## config.mk

```make
export PLATFORM = sky130hd
export DESIGN_NAME = udt_timing_config
export DESIGN_NICKNAME = d
export VERILOG_FILES = /design/src/udt_pkg.sv /design/src/udt_drive_if.sv /design/src/udt_drive_decode.sv /design/src/udt_timing_config.sv
export SDC_FILE = /design/constraint.sdc
export NUM_CORES = 1
export LEC_CHECK = 0
export ABC_CLOCK_PERIOD_IN_PS = 3900
export BUFFER_PORTS_ARGS = -buffer_cell sky130_fd_sc_hd__buf_2
export CAP_MARGIN = 20
export CORE_ASPECT_RATIO = 1.4
export CORE_MARGIN = 5
export CORE_UTILIZATION = 49
export DETAILED_ROUTE_END_ITERATION = 10
export GPL_ROUTABILITY_DRIVEN = 0
export PLACE_DENSITY = 0.85
export SKIP_LAST_GASP = 1
export SYNTH_ARGS = -nofsm -noshare
export SYNTH_HDL_FRONTEND = slang
export SYNTH_SLANG_ARGS = --single-unit
```

## constraint.sdc

```tcl
create_clock -name sys_clk -period 3.9 [get_ports sys_clk]
set_input_delay 0.39 -clock sys_clk [delete_from_list [all_inputs] [get_ports sys_clk]]
set_output_delay 0.39 -clock sys_clk [all_outputs]
set_load 0.005 [all_outputs]
```

## src/udt_pkg.sv

```systemverilog
// Constants and types shared by the Ultra DMA timing configuration block.
package udt_pkg;

  // Configuration space map, byte addresses.
  localparam logic [7:0] UDT_DWORD_ADDR = 8'h48;
  localparam logic [7:0] UDT_ENABLE_OFS = 8'h48;
  localparam logic [7:0] UDT_TIMING_OFS = 8'h4A;

  // Byte lane positions of the two registers inside their dword.
  localparam int UDT_ENABLE_LANE = 0;
  localparam int UDT_TIMING_LO_LANE = 2;
  localparam int UDT_TIMING_HI_LANE = 3;

  // Reset values and writable bit masks.
  localparam logic [7:0] UDT_ENABLE_RESET = 8'h00;
  localparam logic [7:0] UDT_ENABLE_MASK = 8'h0F;
  localparam logic [15:0] UDT_TIMING_RESET = 16'h0000;
  localparam logic [15:0] UDT_TIMING_MASK = 16'h3333;

  // Drive count and cycle field positions (low bit of each field).
  localparam int UDT_DRIVES = 4;
  localparam int UDT_FIELD_LSB [UDT_DRIVES] = '{0, 4, 8, 12};

  // Cycle field encodings.
  localparam logic [1:0] UDT_CODE_00 = 2'h0;
  localparam logic [1:0] UDT_CODE_01 = 2'h1;
  localparam logic [1:0] UDT_CODE_10 = 2'h2;

  // Write strobe period and ready-to-halt time, in base clocks.
  localparam logic [2:0] UDT_CT_4 = 3'h4;
  localparam logic [2:0] UDT_CT_3 = 3'h3;
  localparam logic [2:0] UDT_CT_2 = 3'h2;
  localparam logic [4:0] UDT_RP_33_00 = 5'h06;
  localparam logic [4:0] UDT_RP_33_01 = 5'h05;
  localparam logic [4:0] UDT_RP_33_10 = 5'h04;
  localparam logic [4:0] UDT_RP_66 = 5'h08;
  localparam logic [4:0] UDT_RP_133 = 5'h10;

  typedef logic [2:0] udt_period_t;
  typedef logic [4:0] udt_halt_t;

  typedef enum logic [1:0] {
    UDT_BASE_33,
    UDT_BASE_66,
    UDT_BASE_133
  } udt_base_e;

  // Whole state of the top module.
  typedef struct packed {
    logic [7:0] enable;
    logic [15:0] timing;
    logic [31:0] rdata;
    logic rvalid;
    logic [UDT_DRIVES-1:0] udma_en;
    logic [UDT_DRIVES-1:0][2:0] period;
    logic [UDT_DRIVES-1:0][4:0] halt;
    logic [UDT_DRIVES-1:0][1:0] base;
    logic [UDT_DRIVES-1:0] rsvd_code;
  } udt_state_s;

endpackage

```

## src/udt_drive_if.sv

```systemverilog
// Per-drive carrier between the register bank and the timing decoder.
`timescale 1ns/10ps
interface udt_drive_if;
  import udt_pkg::*;
  logic [1:0] cycle_field;
  logic base_clock_sel;
  logic fast_clock_sel;
  udt_base_e base;
  udt_period_t write_strobe_period;
  udt_halt_t ready_to_halt_time;
  logic reserved_code;

  modport decoder (
    input cycle_field,
    input base_clock_sel,
    input fast_clock_sel,
    output base,
    output write_strobe_period,
    output ready_to_halt_time,
    output reserved_code
  );

  modport bank (
    output cycle_field,
    output base_clock_sel,
    output fast_clock_sel,
    input base,
    input write_strobe_period,
    input ready_to_halt_time,
    input reserved_code
  );
endinterface

```

## src/udt_drive_decode.sv

```systemverilog
// Decodes one drive's cycle field against its selected base clock.
`timescale 1ns/10ps
module udt_drive_decode (
  // Drive settings and decoded timing.
  udt_drive_if.decoder drv
);
  import udt_pkg::*;

  always_comb begin
    drv.reserved_code = 1'b0;
    // The fast bit outranks the ordinary base clock select.
    if (drv.fast_clock_sel) begin
      drv.base = UDT_BASE_133;
    end else if (drv.base_clock_sel) begin
      drv.base = UDT_BASE_66;
    end else begin
      drv.base = UDT_BASE_33;
    end
    case (drv.base)
      UDT_BASE_133: begin
        drv.write_strobe_period = UDT_CT_3;
        drv.ready_to_halt_time = UDT_RP_133;
        // Reserved codes fall back to the only valid timing.
        drv.reserved_code = (drv.cycle_field != UDT_CODE_01);
      end
      UDT_BASE_66: begin
        drv.ready_to_halt_time = UDT_RP_66;
        if (drv.cycle_field == UDT_CODE_10) begin
          drv.write_strobe_period = UDT_CT_2;
        end else begin
          // Codes 00 and 11 take the slowest valid 66 MHz timing.
          drv.write_strobe_period = UDT_CT_3;
          drv.reserved_code = (drv.cycle_field != UDT_CODE_01);
        end
      end
      default: begin
        case (drv.cycle_field)
          UDT_CODE_01: begin
            drv.write_strobe_period = UDT_CT_3;
            drv.ready_to_halt_time = UDT_RP_33_01;
          end
          UDT_CODE_10: begin
            drv.write_strobe_period = UDT_CT_2;
            drv.ready_to_halt_time = UDT_RP_33_10;
          end
          default: begin
            // Code 11 runs as code 00, the slowest 33 MHz timing.
            drv.write_strobe_period = UDT_CT_4;
            drv.ready_to_halt_time = UDT_RP_33_00;
            drv.reserved_code = (drv.cycle_field != UDT_CODE_00);
          end
        endcase
      end
    endcase
  end

endmodule

```

## src/udt_timing_config.sv

```systemverilog
// Ultra DMA enable and cycle timing registers for four IDE drives.
`timescale 1ns/10ps
module udt_timing_config (
  // Clock and reset.
  input wire logic sys_clk,
  input wire logic rst,
  // Configuration space access, one dword per request.
  input wire logic [7:0] cfg_addr,
  input wire logic [31:0] cfg_wdata,
  input wire logic [3:0] cfg_byte_en,
  input wire logic cfg_wr,
  input wire logic cfg_rd,
  output logic [31:0] cfg_rdata,
  output logic cfg_rvalid,
  // Base clock selects held in a neighbouring register.
  input wire logic pri_drive0_base_clock_sel,
  input wire logic pri_drive1_base_clock_sel,
  input wire logic sec_drive0_base_clock_sel,
  input wire logic sec_drive1_base_clock_sel,
  input wire logic pri_drive0_fast_clock_sel,
  input wire logic pri_drive1_fast_clock_sel,
  input wire logic sec_drive0_fast_clock_sel,
  input wire logic sec_drive1_fast_clock_sel,
  // Per-drive settings for the Ultra DMA engines, index 0..3 = P0, P1, S0, S1.
  output logic [udt_pkg::UDT_DRIVES-1:0] udma_enable,
  output udt_pkg::udt_period_t [udt_pkg::UDT_DRIVES-1:0] write_strobe_period,
  output udt_pkg::udt_halt_t [udt_pkg::UDT_DRIVES-1:0] ready_to_halt_time,
  output logic [udt_pkg::UDT_DRIVES-1:0][1:0] base_clock_mode,
  output logic [udt_pkg::UDT_DRIVES-1:0] reserved_code
);
  import udt_pkg::*;

  udt_state_s state_q;
  udt_state_s state_d;
  logic [UDT_DRIVES-1:0] base_sel;
  logic [UDT_DRIVES-1:0] fast_sel;
  logic hit;

  udt_drive_if drive_if [UDT_DRIVES] ();

  assign base_sel = {sec_drive1_base_clock_sel, sec_drive0_base_clock_sel,
                     pri_drive1_base_clock_sel, pri_drive0_base_clock_sel};
  assign fast_sel = {sec_drive1_fast_clock_sel, sec_drive0_fast_clock_sel,
                     pri_drive1_fast_clock_sel, pri_drive0_fast_clock_sel};
  assign hit = (cfg_addr[7:2] == UDT_DWORD_ADDR[7:2]);

  // One decoder per drive; the field comes from the live register copy.
  for (genvar i = 0; i < UDT_DRIVES; i++) begin : g_drive
    assign drive_if[i].cycle_field = state_q.timing[UDT_FIELD_LSB[i] +: 2];
    assign drive_if[i].base_clock_sel = base_sel[i];
    assign drive_if[i].fast_clock_sel = fast_sel[i];
    udt_drive_decode u_decode (
      .drv(drive_if[i])
    );
  end

  // Decoder results gathered into plain vectors for the state update.
  logic [UDT_DRIVES-1:0][2:0] dec_period;
  logic [UDT_DRIVES-1:0][4:0] dec_halt;
  logic [UDT_DRIVES-1:0][1:0] dec_base;
  logic [UDT_DRIVES-1:0] dec_rsvd;

  for (genvar i = 0; i < UDT_DRIVES; i++) begin : g_collect
    assign dec_period[i] = drive_if[i].write_strobe_period;
    assign dec_halt[i] = drive_if[i].ready_to_halt_time;
    assign dec_base[i] = drive_if[i].base;
    assign dec_rsvd[i] = drive_if[i].reserved_code;
  end

  always_comb begin
    state_d = state_q;
    state_d.rvalid = 1'b0;
    // Writes land byte by byte; reserved bits are masked off.
    if (cfg_wr && hit) begin
      if (cfg_byte_en[UDT_ENABLE_LANE]) begin
        state_d.enable = cfg_wdata[7:0] & UDT_ENABLE_MASK;
      end
      if (cfg_byte_en[UDT_TIMING_LO_LANE]) begin
        state_d.timing[7:0] = cfg_wdata[23:16] & UDT_TIMING_MASK[7:0];
      end
      if (cfg_byte_en[UDT_TIMING_HI_LANE]) begin
        state_d.timing[15:8] = cfg_wdata[31:24] & UDT_TIMING_MASK[15:8];
      end
    end
    // Reads return the pre-write contents; unmapped dwords read as zero.
    if (cfg_rd) begin
      state_d.rvalid = 1'b1;
      state_d.rdata = hit ? {state_q.timing, 8'h00, state_q.enable} : 32'h0000_0000;
    end
    // Per-drive outputs follow the registers one cycle later.
    state_d.udma_en = state_q.enable[UDT_DRIVES-1:0];
    state_d.period = dec_period;
    state_d.halt = dec_halt;
    state_d.base = dec_base;
    state_d.rsvd_code = dec_rsvd;
  end

  always_ff @(posedge sys_clk or posedge rst) begin
    if (rst) begin
      state_q <= '0;
      state_q.enable <= UDT_ENABLE_RESET;
      state_q.timing <= UDT_TIMING_RESET;
    end else begin
      state_q <= state_d;
    end
  end

  assign cfg_rdata = state_q.rdata;
  assign cfg_rvalid = state_q.rvalid;
  assign udma_enable = state_q.udma_en;
  assign write_strobe_period = state_q.period;
  assign ready_to_halt_time = state_q.halt;
  assign base_clock_mode = state_q.base;
  assign reserved_code = state_q.rsvd_code;

endmodule

```

==> impl_metrics.py, run 1 <==
metrics = {
    "clock_network": {
        "clk_latency_ns": 0.33,
        "clk_pin_slew_worst_paths_ns": 0.06,
        "cts_sinks": 65,
        "ctsRootBufferMaster": "clkbuf_8",
        "cts_tree": "built",
        "numCtsBuffers": 9,
        "ctsResizeCount": 0,
        "postCtsSetupBuffers": 0,
        "postCtsHoldBufs": 0,
        "cts_max_level": 3,
        "clockBufferDepth": 2,
    },
    "timing": {
        "hold_viol_final": 0,
        "tightest_slew_ns": 0.5686,
        "hold_slack_ns": 0.1126,
        "finalClockSkew_ns": 0.006532,
        "report.final.slew_viol_count": 0,
        "finalCritPeriodShare_pct": 40.27,
        "max_freq_mhz": 636.8,
        "tns_ns": 0,
        "setup_viol": 0,
        "slew_headroom_pct": 62.04,
        "min_period_ns": 1.570,
        "rsz0062_at_grt": "false",
    },
    "yosys": {
        "yosysTopAreaCell": "dfrtp_1",
        "synthTopCellsByArea": "dfrtp_1 (59%), buf_4 (7.6%), ha_1 (6.8%), mux2_2 (4.9%), o22ai_2 (4.5%)",
        "synth_ff_type": "dfrtp_1",
        "synth_top_area_share_pct": 59.06,
        "synth_common_cells": "dfrtp_1 (65), buf_4 (28), inv_1 (25)",
        "ys_ff_latch": 65,
        "synth.most_common_cell": "dfrtp_1",
        "synthCells": 225,
        "syn_area_mm2": 0.002754,
        "syn_avg_cell_area_um2": 12.24,
        "ys_types": 22,
        "async_flop_share_pct": 100.0,
        "synth_edf_count": 0,
        "yosysWarningCount": 0,
        "synth_seq_area_share_pct": 59.06,
    },
    "routing": {
        "wl_per_cell_um": 12.98,
        "ant_nets": 0,
        "topRoutingLayerUsed": "met4",
        "wl_met1_mm": 1.793,
        "vias_per_cell": 4.609,
        "wl_met3_um": 437,
        "drt_pass1_iterations": 4,
        "routed_wl_mm": 5.009,
        "wl_met2_mm": 2.676,
        "num_vias": 1779,
        "first_iter_violations": 59,
        "route.detailed.drc": 0,
    },
    "floorplanning": {
        "ios": 137,
        "die_w_um": 73.36,
        "start_util_pct": 50.21,
        "dieArea_mm2": 0.007241,
        "num_rows": 32,
        "core_area_mm2": 0.005485,
        "fp.dieH_um": 98.71,
    },
    "cells_and_area": {
        "antennaDiodeCount": 0,
        "fin_util_pct": 60.81,
        "layout-drive-gt1-share_pct": 41.51,
        "final_area_mm2": 0.003336,
        "nets": 385,
        "areaGrowthSynthToFinish_pct": 21.13,
        "fill_cells": 461,
    },
    "flow_run": {
        "drv_cap": 0,
    },
    "worst_setup_path": {
        "cpPeakStageDelay_ns": 0.55,
        "path_class": "primary input to flop",
        "critPathRequiredTime_ns": 4.11,
        "crit_fanout": 4,
        "critPathCaptureType": "flop",
        "crit_path_cell_trace": "buf_2, or4b_4, nor2_1, mux2_2",
        "crit_path_start_kind": "primary input",
        "worstPathArrival_ns": 1.78,
        "slowest_stage": "or4b_4",
    },
    "placement": {
        "place_hpwl_mm": 3.822,
        "place_area_mm2": 0.003139,
        "io_buffers": 93,
    },
    "min_path": {
        "hold_class": "primary input to async pin",
    },
    "grt": {
        "gr-total-overflow": 0,
        "grt_pass1_vias": 1804,
        "grt_use_total_pct": 14.72,
        "grt_pass1_wl_mm": 8.162,
        "antenna_found_initial": 0,
        "grt_max_degree": 39,
    },
    "power_and_ir_drop": {
        "p_leak_nw": 1.732,
        "p_per_area_mw_per_mm2": 426.2,
        "ir_worst_vdd_uv": 320.7,
        "total_power_mw": 1.422,
    },
    "outcome": {
        "status": "completed",
    },
}
layout make-up:
type,instances,area [um2],area share [%]
sequential,65,1627,48.76
multi-input combinational,119,860.8,25.81
timing repair buffer,94,473.0,14.18
clock buffer,13,158.9,4.764
inverter,25,93.84,2.813
tap,68,85.08,2.551
clock inverter,2,37.54,1.125
metal layers:
layer / global-route usage, % / vias up
met3: 4.082 / 9
met1: 15.88 / 850
met2: 26.05 / 73
met4: 6.695 / 0
met5: 0 / -
li1: - / 847
sequential cells by signal, indices dropped and copies added, names as in the netlist:
name,flops
drive_if.cycle_field,8
base_clock_mode,8
cfg_rvalid,1
ready_to_halt_time,16
udma_enable,4
cfg_rdata,12
state_d,4
write_strobe_period,8
reserved_code,4
power breakdown:
part,leakage (nW),total (mW),switching [mW],internal [mW]
combinational,0.811,0.131,0.0719,0.0592
sequential,0.825,0.729,0.0187,0.710
clock,0.0957,0.562,0.235,0.327
cells in the final DEF, fill, tap and decap left out:
cell,n
buf_2,93
dfrtp_1,65
inv_1,24
conb_1,20
nand2_1,19
ha_1,15
mux2_2,12
clkbuf_8,11
o22ai_2,10
nor2b_1,8
nor2_1,7
and2_1,5
o21ai_0,4
nand2b_1,4
a211oi_1,4
a21oi_1,4
nand4b_1,3
o22ai_1,2
clkbuf_1,2
or4b_4,1
inv_2,1
or3b_4,1
clkinvlp_4,1
bufinv_16,1
buf_4,1
final timing paths:
kind	startpoint	to	slack (ns)	depth (start not counted)
max	cfg_addr[2]	drive_if[2].cycle_field[0]$_DFFE_PP0P_	2.33	4
min	rst	write_strobe_period[10]$_DFF_PP0_	0.11	2
max reg2reg	drive_if[0].cycle_field[0]$_DFFE_PP0P_	reserved_code[0]$_DFF_PP0_	2.65	4
min reg2reg	state_d[45]$_DFFE_PP0P_	udma_enable[1]$_DFF_PP0_	0.40	0
max in group asynchronous	rst	write_strobe_period[3]$_DFF_PP0_	2.90	3
min in group sys_clk	pri_drive0_fast_clock_sel	ready_to_halt_time[4]$_DFF_PP0_	0.24	1
kinds of logic after synthesis:
family / Yosys count / synth area share, %
AND/OR/NAND/NOR: 48 / 9.269
buffers and inverters: 60 / 12.27
other: 1 / 0.1362
flip-flops: 65 / 59.06
adder cells (fa/ha/maj): 15 / 6.815
AO/OA/AOI/OAI: 24 / 7.542
multiplexers: 12 / 4.907
per-stage QoR:
step                      setup slack, ns  cells
after floorplan                     1.884    244
final                               2.330    386
after detailed placement            1.962    371
after CTS                           2.312    386
after global placement              1.962    371
after global routing                2.258    386
worst max-delay path, delay by kind of cell:
family | cells | cell delay [ns]
simple gates | 2 | 0.92
mux | 1 | 0.38
buf+inv | 1 | 0.10
Power figures use the tool's default switching activity.
==> inputs of run 2 (changes only) <==
Settings changed: ABC_CLOCK_PERIOD_IN_PS 3900 to 1630, CORE_UTILIZATION 49 to 45, PLACE_DENSITY 0.85 to 0.79.
Clock period 3.9 ns to 1.63 ns, I/O delays scaled along.
==> impl_metrics.py, run 2 (synthesis gave the netlist of run 1 again) <==
metrics = {
    "timing": {
        "finalCritPeriodShare_pct": 78.39,
        "fin_ws_ns": 0.3523,
        "setup_viol": 0,
        "slew_headroom_pct": 63.28,
        "rsz0062_at_grt": "false",
        "hold_viol_final": 0,
        "min_period_ns": 1.278,
        "finalClockSkew_ns": 0.007261,
        "report.final.slew_viol_count": 0,
        "hold_slack_ns": 0.05191,
        "tns_ns": 0,
        "max_freq_mhz": 782.6,
        "tightest_slew_ns": 0.5508,
    },
    "floorplanning": {
        "start_util_pct": 46.64,
        "fp.dieH_um": 102.6,
        "dieArea_mm2": 0.007806,
        "die_w_um": 76.12,
        "core_area_mm2": 0.005904,
        "num_rows": 33,
        "ios": 137,
    },
    "worst_setup_path": {
        "critPathRequiredTime_ns": 1.85,
        "path_class": "flop to flop",
        "worstPathArrival_ns": 1.50,
        "crit_fanout": 6,
        "path_buf_inv": 1,
        "slowest_stage": "dfrtp_1",
        "path_delay_family": "flip-flops",
        "cpPeakStageDelay_ns": 0.44,
        "crit_path_start_kind": "flop",
        "crit_path_cell_trace": "inv_1, ha_1, a211oi_1, a21oi_1",
        "critPathCaptureType": "flop",
    },
    "cells_and_area": {
        "antennaDiodeCount": 0,
        "final_common_cell": "buf_2",
        "most-common-layout-cells": "buf_2 (93), dfrtp_1 (65), inv_1 (24), conb_1 (20), nand2_1 (19)",
        "final_cells": 398,
        "layout-drive-gt1-share_pct": 41.77,
        "largest_reg_flops": 16,
        "nets": 394,
        "areaGrowthSynthToFinish_pct": 24.67,
    },
    "clock_network": {
        "ctsRootBufferMaster": "clkbuf_8",
        "clk_pin_slew_worst_paths_ns": 0.07,
        "cts_tree": "built",
        "clockBufferDepth": 2,
        "clk_latency_ns": 0.34,
        "cts_sinks": 65,
        "ctsResizeCount": 0,
        "postCtsSetupBuffers": 0,
        "numCtsBuffers": 9,
        "cts_max_level": 3,
    },
    "placement": {
        "dpl.cell_count": 377,
        "place_hpwl_mm": 3.733,
        "place_ws_ns": 0.01674,
        "io_buffers": 93,
    },
    "outcome": {
        "status": "completed",
    },
    "routing": {
        "num_vias": 1811,
        "wl_per_cell_um": 12.83,
        "routed_wl_mm": 5.105,
        "vias_per_cell": 4.550,
        "ant_nets": 0,
        "route.detailed.drc": 0,
        "first_iter_violations": 51,
        "drt_pass1_iterations": 4,
    },
    "power_and_ir_drop": {
        "p_leak_nw": 1.781,
        "total_power_mw": 3.478,
        "p_per_area_mw_per_mm2": 1013,
        "ir_worst_vdd_uv": 657.0,
    },
    "grt": {
        "grt_pass1_wl_mm": 8.169,
        "grt_max_degree": 34,
        "gr-total-overflow": 0,
        "grt_pass1_vias": 1749,
        "antenna_found_initial": 0,
        "grt_use_total_pct": 13.53,
    },
    "min_path": {
        "hold_class": "primary input to flop",
    },
    "flow_run": {
        "drv_cap": 0,
    },
}
run 2: changes by cell type in the layout (fill, tap and decap cells not counted):
cell,change
buf_4,+4
clkinv_2,+1
clkbuf_8,+1
dlygate4sd3_1,+5
inv_2,-1
run 2: worst register-to-register path, stage by stage, from the launching register on:
cell and delay (ns):
dfrtp_1 0.44, inv_1 0.07, ha_1 0.33, a211oi_1 0.25, a21oi_1 0.06
run 2: what timing repair did:
action                                  CTS  global route
hold buffers                              5             0
endpoints found under the setup margin    0             0
hold endpoints to repair                 73             0
run 2: routing by layer:
metal  track usage (%)  share of wire (%)  vias to the layer above
met5                 0                  0                        -
met3             4.371                8.3                       12
met1             14.27                 37                      859
met2             23.68                 52                       75
met4             8.075                2.5                        0
li1                  -                  -                      865
run 2: cell type report:
class,count,area [um2]
fill,504,2471
sequential,65,1627
multi-input combinational,119,860.8
timing repair buffer,103,553.0
clock buffer,14,172.7
inverter,25,97.59
tap,70,87.58
clock inverter,2,35.03
run 2: metrics by stage:
step	cell area, um2	util (%)
2_1_floorplan	2829	-
3_3_place_gp	3176	53.78
3_5_place_dp	3176	53.78
4_1_cts	3433	58.15
5_1_grt	3433	58.15
6_report	3433	58.15
run 2: path summary, 6_finish.rpt:
check,start,endpoint,slack [ns],cells past startpoint
min in group asynchronous,rst,ready_to_halt_time[11]$_DFF_PP0_,0.48,4
setup / recovery,drive_if[2].cycle_field[0]$_DFFE_PP0P_,reserved_code[2]$_DFF_PP0_,0.35,4
hold / removal,cfg_wdata[3],state_d[47]$_DFFE_PP0P_,0.05,2
setup reg to reg,drive_if[2].cycle_field[0]$_DFFE_PP0P_,reserved_code[2]$_DFF_PP0_,0.35,4
max in group asynchronous,rst,ready_to_halt_time[1]$_DFF_PP0_,0.84,4
hold reg to reg,state_d[45]$_DFFE_PP0P_,udma_enable[1]$_DFF_PP0_,0.40,0
run 2: report_power, final:
part	switching, mW	leakage, nW	internal (mW)
Sequential	0.0430	0.825	1.70
Combinational	0.175	0.849	0.152
Clock	0.579	0.107	0.831
Total	0.797	1.78	2.68
==> inputs of run 3 (changes only) <==
Settings changed: ABC_CLOCK_PERIOD_IN_PS 1630 to 1300.
Clock period 1.63 ns to 1.3 ns, I/O delays scaled along.
==> impl_metrics.py, run 3 (synthesis gave the netlist of run 1 again) <==
metrics = {
    "cells_and_area": {
        "largest_reg_flops": 16,
        "multi_input_area_um2": 865.8,
        "seq_area_mm2": 0.001630,
        "antennaDiodeCount": 0,
        "areaGrowthSynthToFinish_pct": 25.26,
        "final_common_cell": "buf_2",
        "fill_cells": 523,
        "layout-drive-gt1-share_pct": 43.29,
        "nets": 395,
        "most-common-layout-cells": "buf_2 (93), dfrtp_1 (62), inv_1 (24), conb_1 (20), nand2_1 (19)",
    },
    "worst_setup_path": {
        "critPathRequiredTime_ns": 1.49,
        "slowest_stage": "dfrtp_2",
        "worstPathArrival_ns": 1.41,
        "cpPeakStageDelay_ns": 0.40,
        "crit_path_start_kind": "flop",
        "critPathCaptureType": "flop",
        "path_class": "flop to flop",
        "crit_fanout": 5,
        "r2r-start": "drive_if[3].cycle_field[0]$_DFFE_PP0P_",
        "crit_path_cell_trace": "inv_1, ha_1, a211oi_1, a21oi_1",
        "crit_path_start": "drive_if[3].cycle_field[0]$_DFFE_PP0P_",
    },
    "timing": {
        "max_freq_mhz": 825.4,
        "hold_viol_final": 0,
        "min_period_ns": 1.212,
        "report.final.slew_viol_count": 0,
        "setup_viol": 0,
        "hold_slack_ns": 0.03478,
        "rsz0062_at_grt": "false",
        "slew_headroom_pct": 64.94,
        "tightest_slew_ns": 0.5259,
        "finalCritPeriodShare_pct": 93.20,
        "finalClockSkew_ns": 0.006638,
        "fin_ws_ns": 0.08840,
    },
    "clock_network": {
        "cts_sinks": 65,
        "clk_latency_ns": 0.32,
        "ctsRootBufferMaster": "clkbuf_8",
        "clk_pin_slew_worst_paths_ns": 0.07,
        "postCtsSetupBuffers": 0,
        "cts_max_level": 3,
        "numCtsBuffers": 9,
        "clockBufferDepth": 2,
        "cts_tree": "built",
    },
    "placement": {
        "place_ws_ns": -0.2426,
        "place_hpwl_mm": 3.727,
        "io_buffers": 93,
    },
    "routing": {
        "ant_nets": 0,
        "drt_pass1_iterations": 4,
        "routed_wl_mm": 5.031,
        "vias_per_cell": 4.480,
        "route.detailed.drc": 0,
        "first_iter_violations": 55,
        "wl_per_cell_um": 12.64,
        "num_vias": 1783,
    },
    "floorplanning": {
        "core_area_mm2": 0.005904,
        "dieArea_mm2": 0.007806,
        "ios": 137,
        "start_util_pct": 46.64,
        "num_rows": 33,
        "die_w_um": 76.12,
        "fp.dieH_um": 102.6,
    },
    "grt": {
        "grt_pass1_vias": 1750,
        "gr-total-overflow": 0,
        "grt_pass1_wl_mm": 8.169,
        "grt_max_degree": 66,
        "antenna_found_initial": 0,
        "grt_use_total_pct": 13.19,
    },
    "power_and_ir_drop": {
        "ir_worst_vdd_uv": 897.9,
        "intPower_mw": 3.305,
        "p_per_area_mw_per_mm2": 1241,
        "comb_power_share_pct": 9.9,
        "p_switching_uw": 974.8,
        "switching_share_pct": 22.78,
        "pwr-share-seq_pct": 51.1,
        "p_leak_nw": 1.784,
        "p_clk_share_pct": 39.0,
    },
    "outcome": {
        "status": "completed",
    },
    "flow_run": {
        "drv_cap": 0,
    },
    "min_path": {
        "min_from": "cfg_wdata[0]",
        "hold_class": "primary input to flop",
    },
}
[run 3: changes by cell type in the layout (fill, tap and decap cells not counted)]
cell	before	now
buf_12	0	1
clkbuf_1	2	1
dfrtp_1	65	62
a211oi_2	0	1
a211oi_1	4	3
clkbuf_8	12	11
dfrtp_2	0	3
clkinv_2	1	2
[run 3: layout make-up]
cell class | instances | share of cell area, %
repair buffers | 104 | 16.61
clock buffers | 12 | 4.498
clock inverters | 3 | 1.161
flip-flops and latches | 65 | 47.26
inverters | 25 | 2.829
multi-input cells | 119 | 25.10
well taps | 70 | 2.539
[run 3: worst paths after layout]
check / slack [ns] / to / depth (start not counted)
worst max-delay path: 0.09 / reserved_code[3]$_DFF_PP0_ / 4
worst min-delay path: 0.03 / state_d[44]$_DFFE_PP0P_ / 2
worst min register to register: 0.41 / udma_enable[2]$_DFF_PP0_ / 0
worst max register to register: 0.09 / reserved_code[3]$_DFF_PP0_ / 4
max in group asynchronous: 0.58 / drive_if[1].cycle_field[0]$_DFFE_PP0P_ / 4
min in group asynchronous: 0.45 / write_strobe_period[9]$_DFF_PP0_ / 4
[run 3: routing by layer]
layer / part of all wire [%] / track usage [%] / vias to the layer above / wire, um
met4: 2.5 / 7.672 / 0 / 125
met3: 8.2 / 3.234 / 10 / 413
met5: 0 / 0 / - / 0
li1: - / - / 868 / -
met1: 38 / 15.69 / 830 / 1896
met2: 52 / 21.90 / 75 / 2596
[run 3: power groups by stage]
stage / combinational [mW] / clock, mW / sequential [mW]
6_report: 0.423 / 1.67 / 2.19
5_1_grt: 0.484 / 1.82 / 2.20
4_1_cts: 0.427 / 1.71 / 2.19
3_5_place_dp: 0.415 / 0 / 2.22
3_3_place_gp: 0.402 / 0 / 2.22
2_1_floorplan: 0.254 / 0 / 2.23
[run 3: repair_timing]
item / 4_1_cts / 5_1_grt
endpoints found under the hold margin: 73 / 0
gates resized for setup: 0 / 4
setup endpoints to repair: 0 / 3
hold buffers: 5 / 0
[run 3: metrics by stage]
step           setup TNS, ns  instances  instance area [um2]  utilization [%]  total power, mW
3_3_place_gp          -4.512        378                 3196            54.12            2.621
3_5_place_dp          -4.956        378                 3196            54.12            2.640
5_1_grt                    0        398                 3450            58.42            4.508
4_1_cts                    0        398                 3441            58.28            4.328
2_1_floorplan         -1.802        244                 2833                -            2.484
6_report                   0        398                 3450            58.42            4.280
[run 3: worst max-delay path: cells and delay by family, from the launching register on]
kind	cells	cell delay, ns
adders and majority gates	1	0.30
DFF	1	0.40
AOI/OAI and AO/OA	2	0.35
buffers and inverters	1	0.05
